File: src/verilog/poc_cfg.svh
// Register offsets, reset values, field positions and ramp timing figures
// for the PWM output control block. Definitions only.
`ifndef POC_CFG_SVH
`define POC_CFG_SVH

// Register offsets on the serial control port
`define POC_ADDR_VOL_RAMP 8'h0e
`define POC_ADDR_MOD_LIMIT 8'h10
`define POC_ADDR_DLY_CH1 8'h11
`define POC_ADDR_DLY_CH2 8'h12
`define POC_ADDR_DLY_CH1_INV 8'h13
`define POC_ADDR_DLY_CH2_INV 8'h14
`define POC_ADDR_STOP_GROUP 8'h19

// Reset values
`define POC_RST_SLEW 3'h0
`define POC_RST_MOD_LIMIT 3'h2
`define POC_RST_DLY_CH1 8'hac
`define POC_RST_DLY_CH2 8'h54
`define POC_RST_STOP_GROUP 8'h30

// Field positions
`define POC_SLEW_MSB 2
`define POC_SLEW_RSVD_BIT 2
`define POC_MODLIM_MSB 2
`define POC_DLY_MSB 7
`define POC_DLY_LSB 2
`define POC_GROUP_MSB 3

// Slew codes
`define POC_SLEW_512 2'h0
`define POC_SLEW_1024 2'h1
`define POC_SLEW_2048 2'h2
`define POC_SLEW_256 2'h3

// Modulation ceiling in 1/256 of full scale: base minus two per code
`define POC_MODLIM_BASE 8'hfe

// Ramp step interval per sample-rate family, in ns, and clock rate
`define POC_STEP_NS_8K 125000
`define POC_STEP_NS_11K 90700
`define POC_STEP_NS_12K 83300
`define POC_CLK_MHZ 200

`endif

File: src/verilog/poc_pkg.sv
// Types shared by the PWM output control block and its bench.
// Assumes poc_cfg.svh supplies every number.
package poc_pkg;

  typedef enum logic [1:0] {
    POC_FAM_8K = 2'b00,
    POC_FAM_11K = 2'b01,
    POC_FAM_12K = 2'b10
  } poc_rate_fam_t;

  typedef enum logic [0:0] {
    POC_RAMP_IDLE = 1'b0,
    POC_RAMP_RUN = 1'b1
  } poc_ramp_st_t;

  // Per-channel delay in pwm_delay_clock cycles, two's complement
  typedef struct packed {
    logic [8:0] ch1;
    logic [8:0] ch2;
    logic [8:0] ch1_inv;
    logic [8:0] ch2_inv;
  } poc_delay_t;

endpackage

File: src/verilog/poc_regs.sv
// PWM output control settings: volume ramp, modulation ceiling,
// interchannel delays and stop group, written over the control port.
// Assumes control port decode, sample-rate family and shutdown requests
// all come from logic on clk.
`timescale 1ns/1ps
`include "poc_cfg.svh"

module poc_regs #(
  parameter int STEP_CYC_8K = (`POC_STEP_NS_8K * `POC_CLK_MHZ) / 1000,
  parameter int STEP_CYC_11K = (`POC_STEP_NS_11K * `POC_CLK_MHZ) / 1000,
  parameter int STEP_CYC_12K = (`POC_STEP_NS_12K * `POC_CLK_MHZ) / 1000,
  parameter int GAIN_W = 10
) (
  input wire logic clk, // 200 MHz PWM processor clock
  input wire logic sys_rst, // Async reset, active high
  input wire logic ce, // Clock enable, freezes all state when low
  input wire logic [7:0] reg_addr, // Register subaddress
  input wire logic reg_wr, // Write strobe, one cycle
  input wire logic reg_rd, // Read strobe, one cycle
  input wire logic [7:0] reg_wdata, // Write data
  output logic [7:0] reg_rdata, // Read data, valid cycle after strobe
  input wire poc_pkg::poc_rate_fam_t rate_fam, // Sample-rate family
  input wire logic [GAIN_W-1:0] vol_target, // Requested volume code
  output logic [GAIN_W-1:0] gain_applied, // Ramped volume code
  output logic ramp_busy, // High while ramping
  output logic [7:0] mod_limit, // Duty ceiling, 1/256 units
  output poc_pkg::poc_delay_t chan_delay, // Delays in delay clocks
  input wire logic all_shutdown, // All-channel shutdown request
  input wire logic group_qualify, // System control stop group qualifier
  output logic [3:0] chan_run // Channel 4..1 running
);

  localparam int FRAC_W = 11;
  localparam int ACC_W = GAIN_W + FRAC_W;

  // ************************************************************
  // Register file
  // ************************************************************
  logic [2:0] slew_r, slew_nxt;
  logic [2:0] modlim_r, modlim_nxt;
  logic [5:0] dly_r [4];
  logic [5:0] dly_nxt [4];
  logic [7:0] group_r, group_nxt;
  logic [7:0] rdata_r, rdata_nxt;

  always_comb begin
    slew_nxt = slew_r;
    modlim_nxt = modlim_r;
    dly_nxt = dly_r;
    group_nxt = group_r;
    rdata_nxt = rdata_r;
    if (reg_wr) begin
      if (reg_addr == `POC_ADDR_VOL_RAMP) begin
        slew_nxt = reg_wdata[`POC_SLEW_MSB:0];
      end else if (reg_addr == `POC_ADDR_MOD_LIMIT) begin
        modlim_nxt = reg_wdata[`POC_MODLIM_MSB:0];
      end else if (reg_addr == `POC_ADDR_DLY_CH1) begin
        dly_nxt[0] = reg_wdata[`POC_DLY_MSB:`POC_DLY_LSB];
      end else if (reg_addr == `POC_ADDR_DLY_CH2) begin
        dly_nxt[1] = reg_wdata[`POC_DLY_MSB:`POC_DLY_LSB];
      end else if (reg_addr == `POC_ADDR_DLY_CH1_INV) begin
        dly_nxt[2] = reg_wdata[`POC_DLY_MSB:`POC_DLY_LSB];
      end else if (reg_addr == `POC_ADDR_DLY_CH2_INV) begin
        dly_nxt[3] = reg_wdata[`POC_DLY_MSB:`POC_DLY_LSB];
      end else if (reg_addr == `POC_ADDR_STOP_GROUP) begin
        group_nxt = reg_wdata;
      end
    end
    if (reg_rd) begin
      // Unmapped subaddresses and unused bits read as zero; the reserved slew bit and stop group bits 7:4 read back as written
      if (reg_addr == `POC_ADDR_VOL_RAMP) begin
        rdata_nxt = {5'h00, slew_r};
      end else if (reg_addr == `POC_ADDR_MOD_LIMIT) begin
        rdata_nxt = {5'h00, modlim_r};
      end else if (reg_addr == `POC_ADDR_DLY_CH1) begin
        rdata_nxt = {dly_r[0], 2'h0};
      end else if (reg_addr == `POC_ADDR_DLY_CH2) begin
        rdata_nxt = {dly_r[1], 2'h0};
      end else if (reg_addr == `POC_ADDR_DLY_CH1_INV) begin
        rdata_nxt = {dly_r[2], 2'h0};
      end else if (reg_addr == `POC_ADDR_DLY_CH2_INV) begin
        rdata_nxt = {dly_r[3], 2'h0};
      end else if (reg_addr == `POC_ADDR_STOP_GROUP) begin
        rdata_nxt = group_r;
      end else begin
        rdata_nxt = 8'h00;
      end
    end
  end

  always_ff @(posedge clk or posedge sys_rst) begin
    if (sys_rst) begin
      slew_r <= `POC_RST_SLEW;
      modlim_r <= `POC_RST_MOD_LIMIT;
      dly_r[0] <= 6'(`POC_RST_DLY_CH1 >> `POC_DLY_LSB);
      dly_r[1] <= 6'(`POC_RST_DLY_CH2 >> `POC_DLY_LSB);
      dly_r[2] <= 6'(`POC_RST_DLY_CH1 >> `POC_DLY_LSB);
      dly_r[3] <= 6'(`POC_RST_DLY_CH2 >> `POC_DLY_LSB);
      group_r <= `POC_RST_STOP_GROUP;
      rdata_r <= 8'h00;
    end else if (ce) begin
      slew_r <= slew_nxt;
      modlim_r <= modlim_nxt;
      dly_r <= dly_nxt;
      group_r <= group_nxt;
      rdata_r <= rdata_nxt;
    end
  end

  assign reg_rdata = rdata_r;

  // ************************************************************
  // Derived outputs: ceiling, delays, channel run
  // ************************************************************
  logic [7:0] modmax_r, modmax_nxt;
  poc_pkg::poc_delay_t delay_r, delay_nxt;
  logic [3:0] run_r, run_nxt;
  logic shut_d_r, shut_d_nxt;

  always_comb begin
    // 254 - 2*code gives 99.2% .. 93.8% in 2/256 steps
    modmax_nxt = `POC_MODLIM_BASE - {4'h0, modlim_r, 1'b0};
    // Sign-extended field times four
    delay_nxt.ch1 = {dly_r[0][5], dly_r[0], 2'h0};
    delay_nxt.ch2 = {dly_r[1][5], dly_r[1], 2'h0};
    delay_nxt.ch1_inv = {dly_r[2][5], dly_r[2], 2'h0};
    delay_nxt.ch2_inv = {dly_r[3][5], dly_r[3], 2'h0};
    shut_d_nxt = all_shutdown;
    run_nxt = run_r;
    if (all_shutdown) begin
      run_nxt = 4'h0;
    end else if (shut_d_r) begin
      // Membership latched only at exit; later writes wait for next exit
      if (!group_qualify) begin
        run_nxt = ~group_r[`POC_GROUP_MSB:0];
      end else begin
        run_nxt = 4'hf;
      end
    end
  end

  always_ff @(posedge clk or posedge sys_rst) begin
    if (sys_rst) begin
      modmax_r <= 8'h00;
      delay_r <= '0;
      run_r <= 4'h0;
      shut_d_r <= 1'b1;
    end else if (ce) begin
      modmax_r <= modmax_nxt;
      delay_r <= delay_nxt;
      run_r <= run_nxt;
      shut_d_r <= shut_d_nxt;
    end
  end

  assign mod_limit = modmax_r;
  assign chan_delay = delay_r;
  assign chan_run = run_r;

  // ************************************************************
  // Ramp step timer
  // ************************************************************
  logic [14:0] tick_cnt_r, tick_cnt_nxt;
  logic [14:0] tick_lim;
  logic tick;

  always_comb begin
    case (rate_fam)
      poc_pkg::POC_FAM_11K: tick_lim = 15'(STEP_CYC_11K - 1);
      poc_pkg::POC_FAM_12K: tick_lim = 15'(STEP_CYC_12K - 1);
      default: tick_lim = 15'(STEP_CYC_8K - 1);
    endcase
    tick = (tick_cnt_r >= tick_lim);
    tick_cnt_nxt = tick ? 15'h0000 : tick_cnt_r + 15'h0001;
  end

  always_ff @(posedge clk or posedge sys_rst) begin
    if (sys_rst) begin
      tick_cnt_r <= 15'h0000;
    end else if (ce) begin
      tick_cnt_r <= tick_cnt_nxt;
    end
  end

  // ************************************************************
  // Volume ramp
  // ************************************************************
  poc_pkg::poc_ramp_st_t st_r, st_nxt;
  logic [ACC_W:0] acc_r, acc_nxt;
  logic [ACC_W:0] step_r, step_nxt;
  logic [11:0] cnt_r, cnt_nxt;
  logic [11:0] steps_r, steps_nxt;
  logic [GAIN_W-1:0] goal_r, goal_nxt;
  logic [GAIN_W:0] diff;
  logic [ACC_W:0] diff_ext;
  logic [1:0] shamt;
  logic [11:0] nsteps;

  always_comb begin
    // Reserved 1xx codes fall back to the 512-step default
    if (slew_r[`POC_SLEW_RSVD_BIT]) begin
      shamt = 2'h2;
    end else begin
      case (slew_r[1:0])
        `POC_SLEW_1024: shamt = 2'h1;
        `POC_SLEW_2048: shamt = 2'h0;
        `POC_SLEW_256: shamt = 2'h3;
        default: shamt = 2'h2;
      endcase
    end
    // Step count is 2048 shifted down by the same amount
    nsteps = 12'h800 >> shamt;
    diff = {1'b0, vol_target} - {1'b0, acc_r[ACC_W-1:FRAC_W]};
    diff_ext = {{FRAC_W{diff[GAIN_W]}}, diff};
    st_nxt = st_r;
    acc_nxt = acc_r;
    step_nxt = step_r;
    cnt_nxt = cnt_r;
    steps_nxt = steps_r;
    goal_nxt = goal_r;
    case (st_r)
      poc_pkg::POC_RAMP_IDLE: begin
        if (vol_target != acc_r[ACC_W-1:FRAC_W]) begin
          // Step is diff * 2^11 / steps; steps are powers of two
          step_nxt = diff_ext << shamt;
          steps_nxt = nsteps;
          goal_nxt = vol_target;
          cnt_nxt = 12'h000;
          st_nxt = poc_pkg::POC_RAMP_RUN;
        end
      end
      poc_pkg::POC_RAMP_RUN: begin
        if (tick) begin
          cnt_nxt = cnt_r + 12'h001;
          if (cnt_nxt == steps_r) begin
            acc_nxt = {1'b0, goal_r, {FRAC_W{1'b0}}};
            st_nxt = poc_pkg::POC_RAMP_IDLE;
          end else begin
            acc_nxt = acc_r + step_r;
          end
        end
      end
      default: st_nxt = poc_pkg::POC_RAMP_IDLE;
    endcase
  end

  always_ff @(posedge clk or posedge sys_rst) begin
    if (sys_rst) begin
      st_r <= poc_pkg::POC_RAMP_IDLE;
      acc_r <= '0;
      step_r <= '0;
      cnt_r <= 12'h000;
      steps_r <= 12'h200;
      goal_r <= '0;
    end else if (ce) begin
      st_r <= st_nxt;
      acc_r <= acc_nxt;
      step_r <= step_nxt;
      cnt_r <= cnt_nxt;
      steps_r <= steps_nxt;
      goal_r <= goal_nxt;
    end
  end

  assign gain_applied = acc_r[ACC_W-1:FRAC_W];
  assign ramp_busy = (st_r == poc_pkg::POC_RAMP_RUN);

endmodule

File: config.mk
export PLATFORM = sky130hd
export DESIGN_NAME = poc_regs
export DESIGN_NICKNAME = d
export VERILOG_FILES = /design/src/verilog/poc_pkg.sv /design/src/verilog/poc_regs.sv
export VERILOG_INCLUDE_DIRS = /design/src /design/src/verilog
export SDC_FILE = /design/constraint.sdc
export NUM_CORES = 1
export LEC_CHECK = 0
export BUFFER_PORTS_ARGS = -buffer_cell sky130_fd_sc_hd__clkbuf_2
export CAP_MARGIN = 40
export CORE_ASPECT_RATIO = 2
export CORE_UTILIZATION = 59
export CTS_CLUSTER_SIZE = 8
export DETAILED_ROUTE_END_ITERATION = 10
export GPL_TIMING_DRIVEN = 0
export PLACE_DENSITY = 0.8
export SLEW_MARGIN = 25
export SYNTH_ARGS = -nofsm -noshare
export SYNTH_HDL_FRONTEND = slang
export SYNTH_SLANG_ARGS = --single-unit
File: constraint.sdc
create_clock -name clk -period 6.58 [get_ports clk]
set_input_delay 1.316 -clock clk [delete_from_list [all_inputs] [get_ports clk]]
set_output_delay 1.316 -clock clk [all_outputs]
set_load 0.02 [all_outputs]
* Yosys cells after proc, flatten, opt, wreduce, memory -nomap -nowiden *
Index checks and enable logic that the tools add are counted.

word-level totals
  flip-flop bits (word level) = 177
  latch bits = 0
  bits in writable memories = 0
  ROM bits = 0
  bits of input ports = 35
  output and inout bits = 67
  logic and storage cells = 89
  memories kept = 0

operators by class
  $add $sub $neg = 5
  $mul = 0
  div/mod/pow operators = 0
  $lt $le $gt $ge = 1
  equality and inequality tests = 16
  shift-type cells = 2
  mux-type cells = 22
  bitwise gates (word level) = 8
  reduce and logical (&&, ||, !) cells = 13

operators by type and width
  cell                     number
  $mux W8                  7
  $eq A8 B5 Y1 const B     6
  $pmux W14 S2             1
  $mux W12                 2
  $pmux W12 S2             1
  $add A22 B22 Y22         1
  $mux W22                 1
  $shl A22 B2 Y22          1
  $add A15 B1 Y15 const B  1
  $ge A15 B15 Y1           1
  $mux W15                 1
  $add A12 B1 Y12 const B  1
  $eq A12 B12 Y1           1
  $mux W4                  3
  $reduce_and A3 Y1        4
  $shr A12 B2 Y12 const A  1
  $sub A10 B10 Y11         1
  $ne A10 B10 Y1           1
  $reduce_and A9 Y1        1
  $eq A8 B4 Y1 const B     1
  $reduce_and A8 Y1        1
  $not A1 Y1               7
  $reduce_and A7 Y1        1
  $eq A2 B2 Y1 const B     3
  13 further kinds         18

* Logic depth before layout (Yosys ltp) *
Gate-level depths: netlist of run 1.

  word-level depth = 8
  mapped depth = 14
  mapped depth without buffers = 13

* Least setup slack after synthesis of run 1 *
Ideal clock, no wire load.

  path type = input -> register
  start point = input rate_fam[0]
  end point = register cnt_r[10]
  library setup time = 126 ps
  data arrival time = 3406 ps
  data required time = 6454 ps
  path slack = 3048 ps
  stages = 13
  path buffers = 1
  cells stage by stage = inv_1 -> ha_1 -> inv_1 -> ha_1 -> a21o_1 -> a221oi_1 -> o311ai_1 -> maj3_2 -> and2_1 -> buf_2 -> and2_0 -> o21ai_1 -> o31ai_1

between the ends
  longest elaborated chain between the ends = 5
  elaborated cells on any way between the ends = 6
  classes of those cells = order compare (1); eq/ne (3); mux (1); reduce/logical (1)

RTL lines
  element                                       RTL line         text
  start, declared                               poc_regs.sv:22   input wire poc_pkg::poc_rate_fam_t rate_fam,
  $eq A2 B2 Y1 or $eq A2 B1 Y1 (tied branches)  poc_regs.sv:168  case (rate_fam)
  $pmux W14 S2 *                                poc_regs.sv:168
  $ge A15 B15 Y1 *                              poc_regs.sv:173  tick = (tick_cnt_r >= tick_lim);
  $ne A2 B2 Y1 (no source line) *               -
  $reduce_and A3 Y1 (no source line) *          -
  end signal, assigned                          poc_regs.sv:259  cnt_r <= cnt_nxt;
  end, declared                                 poc_regs.sv:191  logic [11:0] cnt_r, cnt_nxt;

Every way passes the cells marked *; elsewhere a longest branch is shown, timed or not.
A chain may end at the register's enable or synchronous reset.

* Worst setup path in the final report of run 1 *
  start point = input rate_fam[0]
  end point = register acc_r[16]

between the ends
  longest elaborated chain between the ends = 4
  elaborated cells on any way between the ends = 5
  classes of those cells = order compare (1); eq/ne (2); mux (1); reduce/logical (1)

RTL lines
  element                                       RTL line         text
  $eq A2 B2 Y1 or $eq A2 B1 Y1 (tied branches)  poc_regs.sv:168
  $pmux W14 S2 *                                poc_regs.sv:168
  $ge A15 B15 Y1 *                              poc_regs.sv:173
  $reduce_and A3 Y1 (no source line) *          -
  end signal, assigned                          poc_regs.sv:257  acc_r <= acc_nxt;
  end, declared                                 poc_regs.sv:189  logic [ACC_W:0] acc_r, acc_nxt;

Marks and branches as above.

==> impl_metrics.json, run 1 <==
{
  "r2r_end": "acc_r[20]$_DFFE_PP0P_",
  "die_w_um": 89.3,
  "syn_area_per_cell_um2": 10.0,
  "grt_overflow": 0,
  "clk_pin_slew_ns": 0.06,
  "hold_path.startpoint": "modlim_r[0]$_DFFE_PP0P_",
  "hold_depth": 1,
  "rsz0062_at_grt": "false",
  "numCtsBuffers": 17,
  "hold_end": "mod_limit[1]$_DFFE_PP0P_",
  "crit_path_end_kind": "flop",
  "placedCellCount": 1192,
  "hold_viol": 0,
  "rr_startpoint": "acc_r[0]$_DFFE_PP0P_",
  "cts_resized": 0,
  "synth-compound-area-share": 0.137,
  "fmax_mhz": 268,
  "cts_max_path_buffers": 2,
  "cts-root-buf": "clkbuf_16",
  "synth.area.mux_share": 0.114,
  "drive_above_1_share": 0.277,
  "yosys_warnings": 0,
  "critPathMaxStageDelay_ns": 0.38,
  "synth-edff-count": 0,
  "fin_crit_sh": 0.567,
  "cp_max_fo": 10,
  "ant_nets": 0,
  "dieArea_um2": 15800,
  "async_reset_ff_frac": 1.00,
  "rows": 63,
  "clock-sinks": 156,
  "cts-hold-fix-buffers": 0,
  "synth_area_leader_cell": "dfrtp_1",
  "cts_tree": "done",
  "ys.flop_type": "dfrtp_1",
  "clk_latency_ns": 0.42,
  "min_path_type": "reg -> reg",
  "synth_cell_types": 72,
  "gp_congestion": 0.947,
  "sw_frac_of_total": 0.271,
  "tightest_slew_ns": 0.780,
  "slew_viol_final": 0,
  "io_buffer_count": 92,
  "switchingPower_uw": 662,
  "area_growth_pct": 15.4,
  "start_util": 0.607,
  "power_density_nw_per_um2": 236,
  "place_area_um2": 9760,
  "critical-path-top-delay-family": "adder cells",
  "clkPwrFrac": 0.418,
  "setup_viol": 0,
  "fp.coreArea_um2": 14800,
  "antenna_found_initial": 0,
  "grt_pass1_vias": 7350,
  "syn_inst": 896,
  "synth_area_um2": 8990,
  "num_vias": 7197,
  "postCtsSetupBuffers": 0,
  "nets": 1098,
  "synth_top_cell_area_share": 0.381,
  "cp_slowest_cell": "maj3_2",
  "cp_num_buf_inv": 5,
  "route.detailed.drc": 0,
  "ys_seq_elements": 156,
  "crit_chain": "clkbuf_2 > inv_1 > ha_1 > inv_1 > ha_1 > a21o_1 > a221oi_1 > o311ai_1 > maj3_2 > nand2_1 > buf_4 > buf_2 > o21ai_0",
  "place_hpwl_mm": 17.0,
  "power.internal_uw": 1780,
  "grt_first_pass_wirelength_mm": 35.8,
  "p_leak_uw": 0.00499,
  "timing.final.crit_period_ns": 3.73,
  "pwr-share-comb": 0.142,
  "grt_max_degree": 101,
  "die_h_um": 177,
  "first_pass_iters": 6,
  "finalNonFillerCells": 1224,
  "vias_per_cell": 5.88,
  "fin_util": 0.700,
  "n_antenna_cell": 0,
  "synthTopCellsByArea": "dfrtp_1 38%, mux2_2 9.8%, ha_1 6.3%",
  "maxCapViolations": 0,
  "ir_drop_v": 0.000205,
  "synthSimpleGateAreaFrac": 0.151,
  "outcome": "complete, no violations",
  "synthAdderAreaFrac": 0.0683,
  "clock-skew-final_ns": 0.00661,
  "wire_per_inst_um": 18.5,
  "yosysSeqAreaShare": 0.437,
  "postLayoutCellArea_um2": 10400,
  "totalWireLength_mm": 22.6,
  "max_slew_margin": 0.477,
  "criticalPathCategory": "in -> reg",
  "grt_util_all_layers": 0.308,
  "synth_top_family_by_area": "simple AND/OR/NAND/NOR gates",
  "r2r_cells": 11,
  "htree_levels": 4,
  "startpoint_type": "input pin",
  "required_ns": 6.87,
  "synth_xor_area_frac": 0.0379,
  "num_io_pins": 102,
  "arrival_ns": 4.02,
  "r2r_slack_ns": 3.37,
  "drtIter0Drc": 376,
  "p_seq_frac": 0.440
}
stage by stage:
| stage | worst slack (ns) | setup TNS [ns] | hold slack [ns] | total power, µW |
|---|---|---|---|---|
| 2_1_floorplan | 1.09 | 0 | 0.431 | 1330 |
| 3_3_place_gp | -0.561 | -74.96 | 0.464 | 1420 |
| 3_5_place_dp | 2.45 | 0 | 0.467 | 1430 |
| 4_1_cts | 2.87 | 0 | 0.485 | 2450 |
| 5_1_grt | 2.70 | 0 | 0.500 | 2540 |
| 6_report | 2.85 | 0 | 0.479 | 2440 |
routing by layer:
metal | global-route usage | share of wire | vias up
met1 | 0.296 | 0.34 | 3509
met2 | 0.572 | 0.56 | 228
li1 | - | - | 3385
met4 | 0.185 | 0.054 | 0
met5 | 0 | 0 | -
met3 | 0.0664 | 0.043 | 75
Yosys cell counts (all sizes together), types with 10 or more instances:
cell,instances
or2,10
clkbuf,14
nand2b,11
nor2b,15
a21oi,39
mux2,78
o21ai,71
xnor2,22
nand3,18
xor2,16
dfstp,19
ha,45
inv,33
nor3,12
buf,43
dfrtp,137
mux2i,15
nor2,72
and3,12
nand2,90
o31ai,21
a21o,11
layout by cell type, fill, tap and decap left out, types with 27 or more instances in the layout:
cell and instances:
a21oi_1 39, buf_4 27, clkbuf_2 92, dfrtp_1 137, ha_1 45, inv_1 31
mux2_2 78, nand2_1 90, nor2_1 71, o21ai_0 68
cell type report:
| cell class | count | area [µm²] |
|---|---|---|
| multi-input cells | 658 | 4620 |
| fillers | 1215 | 4450 |
| flip-flops and latches | 156 | 3930 |
| repair buffers | 93 | 488 |
| clock buffers | 21 | 450 |
| plain buffers | 57 | 354 |
| well taps | 195 | 244 |
| clock inverters | 11 | 158 |
| inverters | 33 | 134 |
kinds of logic after synthesis:
logic type	Yosys count
DFF	156
AOI/OAI and AO/OA	196
muxes	93
buffers and inverters	90
other	1
xor gates and xnor gates	38
adders and majority gates	48
and+or+nand+nor	274
worst max-delay path by stage:
| stage | from | cells past startpoint | to |
|---|---|---|---|
| 6_report | rate_fam[0] | 13 | acc_r[16]$_DFFE_PP0P_ |
| 5_1_grt | rate_fam[0] | 13 | acc_r[16]$_DFFE_PP0P_ |
| 4_1_cts | rate_fam[0] | 13 | acc_r[16]$_DFFE_PP0P_ |
| 3_5_place_dp | rate_fam[0] | 13 | acc_r[16]$_DFFE_PP0P_ |
| 3_3_place_gp | sys_rst | 2 | acc_r[16]$_DFFE_PP0P_ |
| 2_1_floorplan | sys_rst | 1 | acc_r[0]$_DFFE_PP0P_ |
state kept, by name (all words and copies together) (netlist names):
signal      count
mod_limit       4
slew_r          3
modlim_r        3
acc_r          21
tick_cnt_r     15
chan_run        4
shut_d_r        1
step_r         14
cnt_r          12
ramp_busy       1
steps_r         4
delay_nxt      24
group_r         8
goal_r         10
chan_delay     24
reg_rdata       8
power by group through the flow:
| stage | clock [µW] | sequential (µW) | combinational (µW) |
|---|---|---|---|
| 2_1_floorplan | 0 | 1080 | 246 |
| 3_3_place_gp | 0 | 1090 | 329 |
| 3_5_place_dp | 0 | 1090 | 344 |
| 4_1_cts | 1030 | 1070 | 348 |
| 5_1_grt | 1070 | 1080 | 387 |
| 6_report | 1020 | 1080 | 347 |
Power figures use the tool's default switching activity.
==> run 2: changes to the inputs <==
==> constraint.sdc (replaced) <==
create_clock -name clk -period 3.6 [get_ports clk]
set_input_delay 0.72 -clock clk [delete_from_list [all_inputs] [get_ports clk]]
set_output_delay 0.72 -clock clk [all_outputs]
set_load 0.02 [all_outputs]
==> run 2 against run 1 <==
Combinational power up 85%. Register-to-register slack worse by 3.0 ns. Clock power up 75%. Wire length down 1.2%. Sequential power up 82%. Critical path depth down 2. Utilization up 0.33 points. Die area unchanged. Power up 80%. Sequential share of layout area down 0.18 points. Worst hold slack worse by 0.15 ns. Setup slack worse by 2.5 ns. Largest cell class unchanged. Largest power group unchanged.
==> impl_metrics.json, run 2 (same netlist as run 1, synthesis figures left out) <==
{
  "clock-skew-final_ns": 0.00879,
  "grtUsageMet3": 0.0435,
  "first_pass_iters": 5,
  "cts-hold-fix-buffers": 0,
  "htree_levels": 4,
  "power.internal_uw": 3200,
  "place_hpwl_mm": 17.0,
  "fmax_mhz": 308,
  "gp_congestion": 0.918,
  "vias_per_cell": 5.90,
  "die_w_um": 89.3,
  "io_buffer_count": 92,
  "timing.final.crit_period_ns": 3.25,
  "final_common_cell": "dfrtp_1",
  "cp_max_fo": 3,
  "power_density_nw_per_um2": 422,
  "cts_tree": "done",
  "clock-sinks": 156,
  "min_path_type": "in -> async",
  "area_growth_pct": 15.9,
  "p_leak_uw": 0.00501,
  "cp_slowest_cell": "fa_1",
  "rows": 63,
  "fin_crit_sh": 0.902,
  "grt_pass1_vias": 7323,
  "hold_viol": 0,
  "pwr-share-comb": 0.146,
  "criticalPathCategory": "reg -> reg",
  "grt_first_pass_wirelength_mm": 35.9,
  "place_area_um2": 9840,
  "fillers": 1162,
  "numCtsBuffers": 17,
  "grt_max_degree": 35,
  "num_vias": 7240,
  "rsz0062_at_grt": "false",
  "start_util": 0.607,
  "postLayoutCellArea_um2": 10400,
  "max_slew_margin": 0.431,
  "antenna_found_initial": 0,
  "clkPwrFrac": 0.407,
  "dieArea_um2": 15800,
  "num_io_pins": 102,
  "postCtsSetupBuffers": 0,
  "slew_viol_final": 0,
  "clk_pin_slew_ns": 0.07,
  "wire_per_inst_um": 18.2,
  "die_h_um": 177,
  "tightest_slew_ns": 0.846,
  "setup_viol": 0,
  "cts_resized": 0,
  "ant_nets": 0,
  "totalWireLength_mm": 22.4,
  "n_antenna_cell": 0,
  "layout_common_cells": "137 x dfrtp_1, 92 x clkbuf_2, 90 x nand2_1",
  "maxCapViolations": 0,
  "nets": 1102,
  "grt.met1_usage": 0.312,
  "switchingPower_uw": 1200,
  "clk_latency_ns": 0.43,
  "p_seq_frac": 0.447,
  "crit_path_end_kind": "flop",
  "fp.coreArea_um2": 14800,
  "drive_above_1_share": 0.281,
  "grt_overflow": 0,
  "startpoint_type": "flop",
  "gr-usage-met2": 0.554,
  "cp_num_buf_inv": 1,
  "arrival_ns": 3.55,
  "critical-path-top-delay-family": "compound AO/OA/AOI/OAI gates",
  "cts_max_path_buffers": 2,
  "required_ns": 3.91,
  "critPathMaxStageDelay_ns": 0.40,
  "grt_util_all_layers": 0.306,
  "outcome": "complete, no violations",
  "route.detailed.drc": 0,
  "ir_drop_v": 0.000369,
  "cts-root-buf": "clkbuf_16",
  "crit_chain": "ha_1 > inv_1 > fa_1 > nand2b_1 > a211o_1 > a211oi_1 > o211ai_1 > a31oi_1 > o311ai_0 > o21ai_0 > a2bb2oi_2",
  "sw_frac_of_total": 0.273,
  "drtIter0Drc": 330,
  "final.setup.tns_ns": 0,
  "grt.busiest_layer": "met2"
}
run 2: cell count changes in the layout (fill, tap and decap cells not counted), sizes merged:
cell      before  now
buf           44   48
bufinv         3    2
clkinv         2    5
clkinvlp       2    4
inv           37   33
run 2: final cells by class:
class / instances / area, µm² / share of cell area
clock buffers: 21 / 460 / 0.0442
well taps: 195 / 244 / 0.0234
clock inverters: 11 / 120 / 0.0115
plain buffers: 57 / 354 / 0.0340
flip-flops and latches: 156 / 3930 / 0.377
multi-input cells: 658 / 4620 / 0.443
repair buffers: 97 / 568 / 0.0545
inverters: 33 / 130 / 0.0125
run 2: power groups by stage:
stage | logic [µW] | clock network, µW | registers (µW)
2_1_floorplan | 451 | 0 | 1980
3_3_place_gp | 601 | 0 | 1990
3_5_place_dp | 632 | 0 | 1990
4_1_cts | 645 | 1800 | 1960
5_1_grt | 719 | 1880 | 1980
6_report | 643 | 1790 | 1970
run 2: path summary, 6_finish.rpt:
check / from / end / slack, ns / depth (start not counted)
worst max-delay path: acc_r[0]$_DFFE_PP0P_ / acc_r[20]$_DFFE_PP0P_ / 0.35 / 11
worst min-delay path: sys_rst / tick_cnt_r[9]$_DFFE_PP0P_ / 0.33 / 2
worst max register to register: acc_r[0]$_DFFE_PP0P_ / acc_r[20]$_DFFE_PP0P_ / 0.35 / 11
worst min register to register: modlim_r[2]$_DFFE_PP0P_ / mod_limit[3]$_DFFE_PP0P_ / 0.46 / 1
max in group asynchronous: sys_rst / steps_r[9]$_DFFE_PP1P_ / 2.51 / 4
min in group clk: modlim_r[2]$_DFFE_PP0P_ / mod_limit[3]$_DFFE_PP0P_ / 0.46 / 1
run 2: layer usage:
layer  part of all wire  vias to the layer above  wire length [µm]
met5                  0                        -                 0
met4              0.067                        0              1490
met3              0.037                       95               835
met2               0.55                      221             12300
met1               0.35                     3522              7760
li1                   -                     3402                 -
run 2: stage by stage:
stage                     power [µW]   util  hold WS [ns]  setup slack [ns]  std cells
final                           4400  0.703         0.330             0.352       1228
after global routing            4580  0.703         0.369             0.190       1228
after CTS                       4410  0.703         0.352             0.430       1228
after detailed placement        2630  0.664         0.464            0.0450       1196
after global placement          2590  0.656         0.456           -0.0409       1191
after floorplan                 2430      -         0.431             0.664        904
